## config.mk

```make
export PLATFORM = sky130hd
export DESIGN_NAME = gp8_port
export DESIGN_NICKNAME = d
export VERILOG_FILES = /design/src/gp8_pkg.sv /design/src/gp8_pin_sync.sv /design/src/gp8_port.sv
export SDC_FILE = /design/constraint.sdc
export NUM_CORES = 1
export LEC_CHECK = 0
export BUFFER_PORTS_ARGS = -buffer_cell sky130_fd_sc_hd__clkbuf_2
export CAP_MARGIN = 20
export CORE_MARGIN = 5
export CORE_UTILIZATION = 30
export DETAILED_ROUTE_END_ITERATION = 7
export GPL_ROUTABILITY_DRIVEN = 0
export GPL_TIMING_DRIVEN = 0
export PLACE_DENSITY = 0.49
export RECOVER_POWER = 50
export SLEW_MARGIN = 5
export SYNTH_ARGS = -nofsm -noshare
export SYNTH_HDL_FRONTEND = slang
export SYNTH_HIERARCHICAL = 1
export SYNTH_SLANG_ARGS = --single-unit
```

## constraint.sdc

```tcl
create_clock -name core_clk -period 3.6 [get_ports core_clk]
set_input_delay 0.54 -clock core_clk [delete_from_list [all_inputs] [get_ports core_clk]]
set_output_delay 0.54 -clock core_clk [all_outputs]
set_load 0.02 [all_outputs]
```

## src/gp8_pkg.sv

```systemverilog
package gp8_pkg;

  // Register byte addresses on the APB window
  localparam logic [7:0]  GP8_PANEL_SEL_ADDR  = 8'h0C;
  localparam logic [7:0]  GP8_PORT_CTRL_ADDR  = 8'h64;

  // Field positions inside the port register
  localparam int          GP8_IN_EN_LSB       = 24;
  localparam int          GP8_DIR_LSB         = 16;
  localparam int          GP8_DATA_LSB        = 0;

  // Values after reset
  localparam logic [31:0] GP8_PORT_CTRL_RESET = 32'h2000_0000;
  localparam logic [7:0]  GP8_IN_EN_RESET     = 8'h20;
  localparam logic [7:0]  GP8_DIR_RESET       = 8'h00;
  localparam logic [7:0]  GP8_DATA_RESET      = 8'h00;
  localparam logic [1:0]  GP8_PANEL_SEL_RESET = 2'b00;

  // Panel select code that hands pins 0 to 3 to the panel timing logic
  localparam logic [1:0]  GP8_PANEL_DIRECT    = 2'b10;

  // Number of low pins taken over by the panel
  localparam int          GP8_PANEL_PINS      = 4;

  // Synchroniser depth for pin inputs
  localparam int          GP8_SYNC_STAGES     = 2;

  typedef enum logic [1:0] {
    GP8_DEC_NONE,
    GP8_DEC_PORT,
    GP8_DEC_PANEL
  } gp8_dec_type;

endpackage

```

## src/gp8_pin_sync.sv

```systemverilog
module gp8_pin_sync
  import gp8_pkg::*;
#(
  parameter int WIDTH = 8
) (
  input  wire logic             core_clk,
  input  wire logic             reset_n,
  input  wire logic [WIDTH-1:0] async_in,
  output logic      [WIDTH-1:0] sync_out
);

  ////////////////////////////////////////////////////////////////////////////
  // First stage is read only by the second stage
  logic [WIDTH-1:0] meta_r;

  always_ff @(posedge core_clk) begin
    if (!reset_n) begin
      meta_r   <= '0;
      sync_out <= '0;
    end else begin
      meta_r   <= async_in;
      sync_out <= meta_r;
    end
  end

endmodule // gp8_pin_sync

```

## src/gp8_port.sv

```systemverilog
// Operation
// - All pins come up as inputs
// - Bits 31-24 enable each pin's input
// - Pin 5 input enable resets to one
// - Bits 23-16 set direction, one means output
// - Input works only when its enable is set
// - Output pin follows its written data bit
// - Input pin data bit reads pin level
// - Pins 0-3 normal unless direct panel mode
// - Panel mode 10 drives panel signals on 0-3
// - Panel mode ignores data writes to pins 0-3
// - Port register reads, writes, resets 2000_0000
module gp8_port
  import gp8_pkg::*;
#(
  parameter int PINS = 8
) (
  input  wire logic            core_clk,
  input  wire logic            reset_n,
  input  wire logic            psel,
  input  wire logic            penable,
  input  wire logic            pwrite,
  input  wire logic [7:0]      paddr,
  input  wire logic [31:0]     pwdata,
  output logic                 pready,
  output logic      [31:0]     prdata,
  output logic                 pslverr,
  input  wire logic [PINS-1:0] pin_in,
  output logic      [PINS-1:0] pin_out,
  output logic      [PINS-1:0] pin_oe,
  input  wire logic            panel_start_pulse,
  input  wire logic            panel_polarity_invert,
  input  wire logic            panel_gate_clock,
  input  wire logic            panel_power_save_line
);

  ////////////////////////////////////////////////////////////////////////////
  // Address decode, used for both reads and writes
  function automatic gp8_dec_type gp8_decode(input logic [7:0] addr);
    case (addr)
      GP8_PORT_CTRL_ADDR: gp8_decode = GP8_DEC_PORT;
      GP8_PANEL_SEL_ADDR: gp8_decode = GP8_DEC_PANEL;
      default:            gp8_decode = GP8_DEC_NONE;
    endcase
  endfunction

  logic [PINS-1:0] in_en_r;
  logic [PINS-1:0] dir_r;
  logic [PINS-1:0] data_r;
  logic [1:0]      panel_sel_r;
  logic [PINS-1:0] pin_sync;
  logic [PINS-1:0] pin_out_nxt;
  logic [PINS-1:0] pin_oe_nxt;
  logic [PINS-1:0] data_rd;
  logic [PINS-1:0] panel_own;
  logic [3:0]      panel_sig;
  logic [PINS-1:0] panel_drive;
  logic            panel_mode;
  logic            setup_ph;
  logic            access_ph;
  logic            wr_port;
  logic            wr_panel;
  gp8_dec_type     dec;

  ////////////////////////////////////////////////////////////////////////////
  // Pin inputs cross into the core clock domain
  gp8_pin_sync #(
    .WIDTH    (PINS)
  ) u_sync (
    .core_clk (core_clk),
    .reset_n  (reset_n),
    .async_in (pin_in),
    .sync_out (pin_sync)
  );

  ////////////////////////////////////////////////////////////////////////////
  // APB phases; the slave answers with no wait state
  assign setup_ph  = psel && !penable;
  assign access_ph = psel && penable && pready;
  assign dec       = gp8_decode(paddr);
  assign wr_port   = access_ph && pwrite && (dec == GP8_DEC_PORT);
  assign wr_panel  = access_ph && pwrite && (dec == GP8_DEC_PANEL);

  assign panel_mode = (panel_sel_r == GP8_PANEL_DIRECT);
  assign panel_sig  = {panel_start_pulse, panel_polarity_invert,
                       panel_gate_clock, panel_power_save_line};
  // Widened so the pin loop never indexes past the four panel lines
  assign panel_drive = PINS'(panel_sig);

  ////////////////////////////////////////////////////////////////////////////
  // Port register fields
  always_ff @(posedge core_clk) begin
    if (!reset_n) begin
      in_en_r <= GP8_IN_EN_RESET;
      dir_r   <= GP8_DIR_RESET;
    end else if (wr_port) begin
      in_en_r <= pwdata[GP8_IN_EN_LSB +: PINS];
      dir_r   <= pwdata[GP8_DIR_LSB +: PINS];
    end
  end

  // Data bits; panel-owned bits keep their value so the pin resumes cleanly
  always_ff @(posedge core_clk) begin
    if (!reset_n) begin
      data_r <= GP8_DATA_RESET;
    end else begin
      for (int i = 0; i < PINS; i++) begin
        if (wr_port && !panel_own[i]) begin
          data_r[i] <= pwdata[GP8_DATA_LSB + i];
        end
      end
    end
  end

  // Only the low pins can be taken by the panel
  genvar gi;
  generate
    for (gi = 0; gi < PINS; gi++) begin : g_own
      if (gi < GP8_PANEL_PINS) begin : g_low
        assign panel_own[gi] = panel_mode;
      end else begin : g_high
        assign panel_own[gi] = 1'b0;
      end
    end
  endgenerate

  // Panel select field, bits above 1 are not stored
  always_ff @(posedge core_clk) begin
    if (!reset_n) begin
      panel_sel_r <= GP8_PANEL_SEL_RESET;
    end else if (wr_panel) begin
      panel_sel_r <= pwdata[1:0];
    end
  end

  ////////////////////////////////////////////////////////////////////////////
  // Pin drive
  always_comb begin
    for (int i = 0; i < PINS; i++) begin
      if (panel_own[i]) begin
        pin_out_nxt[i] = panel_drive[i];
        pin_oe_nxt[i]  = 1'b1;
      end else begin
        pin_out_nxt[i] = dir_r[i] & data_r[i];
        pin_oe_nxt[i]  = dir_r[i];
      end
    end
  end

  always_ff @(posedge core_clk) begin
    if (!reset_n) begin
      pin_out <= '0;
      pin_oe  <= '0;
    end else begin
      pin_out <= pin_out_nxt;
      pin_oe  <= pin_oe_nxt;
    end
  end

  ////////////////////////////////////////////////////////////////////////////
  // Read view of the data bits
  always_comb begin
    for (int i = 0; i < PINS; i++) begin
      if (dir_r[i] || panel_own[i]) begin
        data_rd[i] = data_r[i];
      end else begin
        data_rd[i] = in_en_r[i] & pin_sync[i];
      end
    end
  end

  // Read data and response are loaded in the setup phase, held in access
  always_ff @(posedge core_clk) begin
    if (!reset_n) begin
      pready  <= 1'b0;
      prdata  <= 32'h0000_0000;
      pslverr <= 1'b0;
    end else begin
      pready  <= setup_ph;
      pslverr <= setup_ph && (dec == GP8_DEC_NONE);
      if (setup_ph && !pwrite) begin
        case (dec)
          GP8_DEC_PORT: begin
            prdata <= {in_en_r, dir_r, 8'h00, data_rd};
          end
          GP8_DEC_PANEL: begin
            prdata <= {{30{1'b0}}, panel_sel_r};
          end
          default: begin
            prdata <= 32'h0000_0000;
          end
        endcase
      end else if (setup_ph) begin
        prdata <= 32'h0000_0000;
      end
    end
  end

  ////////////////////////////////////////////////////////////////////////////
  // Checks
  logic [31:0] port_word;
  assign port_word = {in_en_r, dir_r, 8'h00, data_r};

  a_reset_word: assert property (@(posedge core_clk)
    !reset_n |=> port_word == GP8_PORT_CTRL_RESET)
    else $error("Port register not at reset value");

  a_pin5_enable: assert property (@(posedge core_clk)
    !reset_n |=> in_en_r[5] && !dir_r[5])
    else $error("Pin 5 input enable not set by reset");

  a_reset_input: assert property (@(posedge core_clk)
    !reset_n ##1 !reset_n |-> pin_oe == '0)
    else $error("Pin driven during reset");

  a_write_fields: assert property (@(posedge core_clk) disable iff (!reset_n)
    wr_port |=> in_en_r == $past(pwdata[31:24]) && dir_r == $past(pwdata[23:16]))
    else $error("Enable or direction byte not written");

  a_out_drive: assert property (@(posedge core_clk) disable iff (!reset_n)
    dir_r[7] ##1 dir_r[7] |=> pin_oe[7] && pin_out[7] == $past(data_r[7]))
    else $error("Output pin not following data bit");

  a_dir_input: assert property (@(posedge core_clk) disable iff (!reset_n)
    !dir_r[6] |=> !pin_oe[6])
    else $error("Input pin is driven");

  a_read_level: assert property (@(posedge core_clk) disable iff (!reset_n)
    setup_ph && !pwrite && dec == GP8_DEC_PORT && !dir_r[4] && in_en_r[4]
      |=> prdata[4] == $past(pin_sync[4]))
    else $error("Input level not returned");

  a_input_gate: assert property (@(posedge core_clk) disable iff (!reset_n)
    setup_ph && !pwrite && dec == GP8_DEC_PORT && !dir_r[6] && !in_en_r[6]
      |=> !prdata[6])
    else $error("Disabled input not read as zero");

  a_panel_pins: assert property (@(posedge core_clk) disable iff (!reset_n)
    panel_mode |=> pin_oe[3:0] == 4'hF && pin_out[3:0] == $past(panel_sig))
    else $error("Panel signals not on low pins");

  a_normal_low: assert property (@(posedge core_clk) disable iff (!reset_n)
    !panel_mode |=> pin_oe[3:0] == $past(dir_r[3:0]))
    else $error("Low pins not under software control");

  a_panel_wr_drop: assert property (@(posedge core_clk) disable iff (!reset_n)
    wr_port && panel_mode |=> data_r[3:0] == $past(data_r[3:0]))
    else $error("Data write reached panel-owned pin");

  a_reserved_zero: assert property (@(posedge core_clk) disable iff (!reset_n)
    pready && !pwrite && dec == GP8_DEC_PORT |-> prdata[15:8] == 8'h00)
    else $error("Unused bits not zero");

  a_apb_answer: assert property (@(posedge core_clk) disable iff (!reset_n)
    setup_ph |=> pready ##1 !pready)
    else $error("Slave did not answer in one cycle");

  a_data_write: assert property (@(posedge core_clk) disable iff (!reset_n)
    wr_port && !panel_mode |=> data_r == $past(pwdata[7:0]))
    else $error("Data byte not written");

  a_high_data: assert property (@(posedge core_clk) disable iff (!reset_n)
    wr_port && panel_mode |=> data_r[7:4] == $past(pwdata[7:4]))
    else $error("Upper data bits not written in panel mode");

  a_out_readback: assert property (@(posedge core_clk) disable iff (!reset_n)
    setup_ph && !pwrite && dec == GP8_DEC_PORT && dir_r[7]
      |=> prdata[7] == $past(data_r[7]))
    else $error("Output data bit not read back");

  a_panel_sel_wr: assert property (@(posedge core_clk) disable iff (!reset_n)
    wr_panel |=> panel_sel_r == $past(pwdata[1:0]))
    else $error("Panel select not written");

  a_unmapped_err: assert property (@(posedge core_clk) disable iff (!reset_n)
    setup_ph && dec == GP8_DEC_NONE |=> pslverr && prdata == 32'h0000_0000)
    else $error("Unmapped access not refused");

  a_mapped_ok: assert property (@(posedge core_clk) disable iff (!reset_n)
    setup_ph && dec != GP8_DEC_NONE |=> !pslverr)
    else $error("Mapped access flagged as error");

  a_read_word: assert property (@(posedge core_clk) disable iff (!reset_n)
    setup_ph && !pwrite && dec == GP8_DEC_PORT
      |=> prdata[31:16] == $past({in_en_r, dir_r}))
    else $error("Enable or direction byte not read back");

  c_panel_mode: cover property (@(posedge core_clk) disable iff (!reset_n)
    wr_panel ##1 panel_mode);

  c_pin_read: cover property (@(posedge core_clk) disable iff (!reset_n)
    access_ph && !pwrite && dec == GP8_DEC_PORT && in_en_r[0] && !dir_r[0]);

  c_pin_drive: cover property (@(posedge core_clk) disable iff (!reset_n)
    wr_port ##2 pin_oe[7] && pin_out[7]);

  c_unmapped: cover property (@(posedge core_clk) disable iff (!reset_n)
    access_ph && pslverr);

endmodule // gp8_port

```

==> key figures <==
Synthesis
  – EDFF count, synth: 0
  – Gate Count Post-Synth: between 300 and 400
  – Xor and xnor area share after synthesis: 0%
  – Count of cell types in the netlist: 36
  – Post-synthesis simple-gate area fraction: 24.0%
  – Yosys warns: 6
  – Main synth FF type: dfxtp_1
  – Post-synth ARST share: 0%
  – Sequential area share after synthesis: ~54%
  – Flops & latches, synth: 84
  – Post-synthesis mux area share: less than 1%
  – Post-Syn Area per Cell: around 9.4 um^2
  – Synthesized area: ~3100 um^2
  – Synth Area in Compound Gates: approximately 14%
  – Largest family of logic cells by synthesized area: simple AND/OR/NAND/NOR gates
  – Post-synthesis adder-cell area fraction: between 1 and 1.5%

Floorplanning
  – Starting Density: a little under a third
  – Ports: 107
  – Die area: 12600 um^2
  – Die W: around 110 um
  – Die height: between 100 and 150 um
  – Core Region: approximately 10000 um^2
  – Site Rows: 37

STA
  – Tmin final: around 2.3 ns
  – Worst Hold Slack: between 0.4 and 0.5 ns
  – Max Fclk: approximately 430 MHz
  – Max-slew violation count: 0
  – Slew @ Worst Pin: about 0.81 ns
  – Fin Clk Skew: roughly 0.0067 ns
  – Setup TNS: 0 ns
  – Rel. slew slack: a little under half
  – RSZ-0062 raised after global routing: false
  – Fin crit share: about two thirds
  – Setup Viol. Count Final: 0
  – Final hold violations: 0

Route
  – Iter 0 DRT Violations: a little over 60
  – Drt total wl: approximately 8700 um
  – Drt pass-1 iters: 4
  – Wirelength per Cell: approximately 15 um
  – Total vias in the final route: 2624
  – Post-DRT Antenna Nets: 0
  – DRC viols: 0
  – Via-to-Cell Ratio: around 4.5

Global route
  – Vias in the first global route: around 2700
  – First-pass GRT wire length: between 10000 and 15000 um
  – Largest net degree at the start of global routing: 15
  – GR Overflow Total: 0
  – Total GRT Usage: roughly 14%
  – Initial antenna violation count: 0

Pwr
  – Peak VDD IR: 201 uV
  – Cell Pwr Density: ~430 nW/um^2
  – Lkg Pwr: ~0.0015 uW

Clocking
  – CTS sink count: between 80 and 90
  – Post-CTS Resized: 0
  – CTS tree: yes
  – Total CTS buffers: 9
  – Post-CTS setup buffer count: 0
  – CTS Root Cell: clkbuf_8
  – Clk Latency, worst-skew pair: approximately 0.34 ns
  – Clock-pin slew on the worst setup and hold paths: roughly 0.09 ns
  – Post-cts hold buffer count: 0
  – CTS Buffer Depth: 2
  – H-tree depth: 3

Setup path
  – WP data arrival: about 2.6 ns
  – Critical Path Fanout Max: 10
  – Reg-to-reg endpoint: dir_r[7]
  – Crit path to: prdata[26]
  – Critical Path Start: paddr[1]
  – R2R setup slack: ~2.1 ns
  – Setup crit start kind: input port
  – Crit path required time: ~3.9 ns
  – Reg2Reg Depth: 6
  – Crit Path Category: in2reg
  – Critical path capture point type: flip-flop
  – Worst r2r src: pready

Layout
  – Reg area: 1680 um^2
  – Layout area overhead: 25.3%
  – Layout cells sized above 1: between 20% and 30%
  – Diodes inserted: 0
  – Nets: 501
  – Area of the multi-input gates: 1270 um^2
  – Fillers: between 1000 and 1500

Job
  – Max-capacitance violation count: 0

Run status
  – Outcome: completed

Hold path
  – Hold Path Class: in2reg
  – Hold Path Origin: panel_gate_clock

Placement
  – Final HPWL DP: 6530 um
  – Port Buf Inserts: 90
## logic make-up after synthesis
logic type | count (synthesis)
buffers and inverters | 31
adder cells (fa/ha/maj) | 3
AO/OA/AOI/OAI | 63
multiplexers | 2
flip-flops | 84
AND/OR/NAND/NOR | 149
other | 1
## worst min-delay path by stage
stage / endpoint / slack, ns / cells after the start
6_report: pin_out[1] / 0.41 / 3
5_1_grt: u_sync/meta_r[2] / 0.39 / 2
4_1_cts: in_en_r[5] / 0.40 / 3
3_5_place_dp: u_sync/sync_out[4] / 0.42 / 1
3_3_place_gp: u_sync/sync_out[3] / 0.42 / 1
2_1_floorplan: u_sync/sync_out[1] / 0.41 / 1
## layout by cell type (no fill, tap or decap), types with 10 or more instances in the layout
| cell type | instances |
|---|---|
| a21oi_1 | 15 |
| a21oi_2 | 16 |
| a22oi_1 | 20 |
| and2_2 | 12 |
| buf_4 | 10 |
| clkbuf_1 | 42 |
| clkbuf_2 | 59 |
| clkbuf_8 | 10 |
| dfxtp_1 | 84 |
| nand2_1 | 51 |
| nand2_2 | 10 |
| nand3_1 | 15 |
| nor2_1 | 30 |
## synth_stat cells, drive strengths merged, types with 3 or more instances
cell    number  area (um^2)
ha           3         37.5
clkbuf       7         26.3
a21oi       31          215
dfxtp       84         1680
buf         21          166
and3         5         31.3
nand3       15         75.1
nand2       61          254
nor2        30          113
o21ai        8         40.0
a22oi       20          150
and2        26          180
inv          3         11.3
## power breakdown
group          switching, uW  total [uW]  internal (uW)
Sequential              2.25         940            937
Combinational           48.3        83.1           34.8
Clock                    330         665            335
## critical path, stage by stage
cell and delay, ns:
clkbuf_2 0.08, nor4_1 0.25, and2_1 0.18, nand4b_1 0.16
inv_1 0.09, ha_1 0.14, clkbuf_1 0.30, nor3b_4 0.42
buf_4 0.26, a22oi_1 0.08, nor2_1 0.11
## per-stage QoR
stage               instances  util, %  power [uW]  setup slack, ns  cell area [um^2]
finish                    581     38.3        1690             1.25              3920
global route              581     38.3        1760            0.974              3920
CTS                       581     38.8        1700             1.22              3970
detailed placement        566     36.9        1050            0.894              3780
global placement          566     36.9        1050            0.906              3780
floorplan                 340        -        1000             1.38              3160
## layer usage
metal | share of wire (%) | global-route usage, % | up-vias
met5 | 0 | 0 | -
li1 | - | - | 1308
met4 | 2.0 | 5.45 | 0
met2 | 46 | 22.1 | 85
met1 | 47 | 17.9 | 1217
met3 | 5.7 | 3.56 | 14
## flip-flops by register name, summed over array words and instances (netlist names), 8 cells and up
name and flops:
data_r 8, dir_r 8, in_en_r 8, pin_oe 8, pin_out 8, prdata 24, u_sync/meta_r 8, u_sync/sync_out 8
## cell type report
| type | count | share of cell area (%) |
|---|---|---|
| Inverter | 3 | 0.287 |
| Tap cell | 136 | 4.34 |
| Clock buffer | 11 | 3.60 |
| Sequential cell | 84 | 42.9 |
| Timing Repair Buffer | 90 | 10.5 |
| Buffer | 28 | 4.72 |
| Clock inverter | 4 | 1.28 |
| Multi-Input combinational cell | 225 | 32.4 |
No activity file was read; power rests on OpenSTA's default activity.
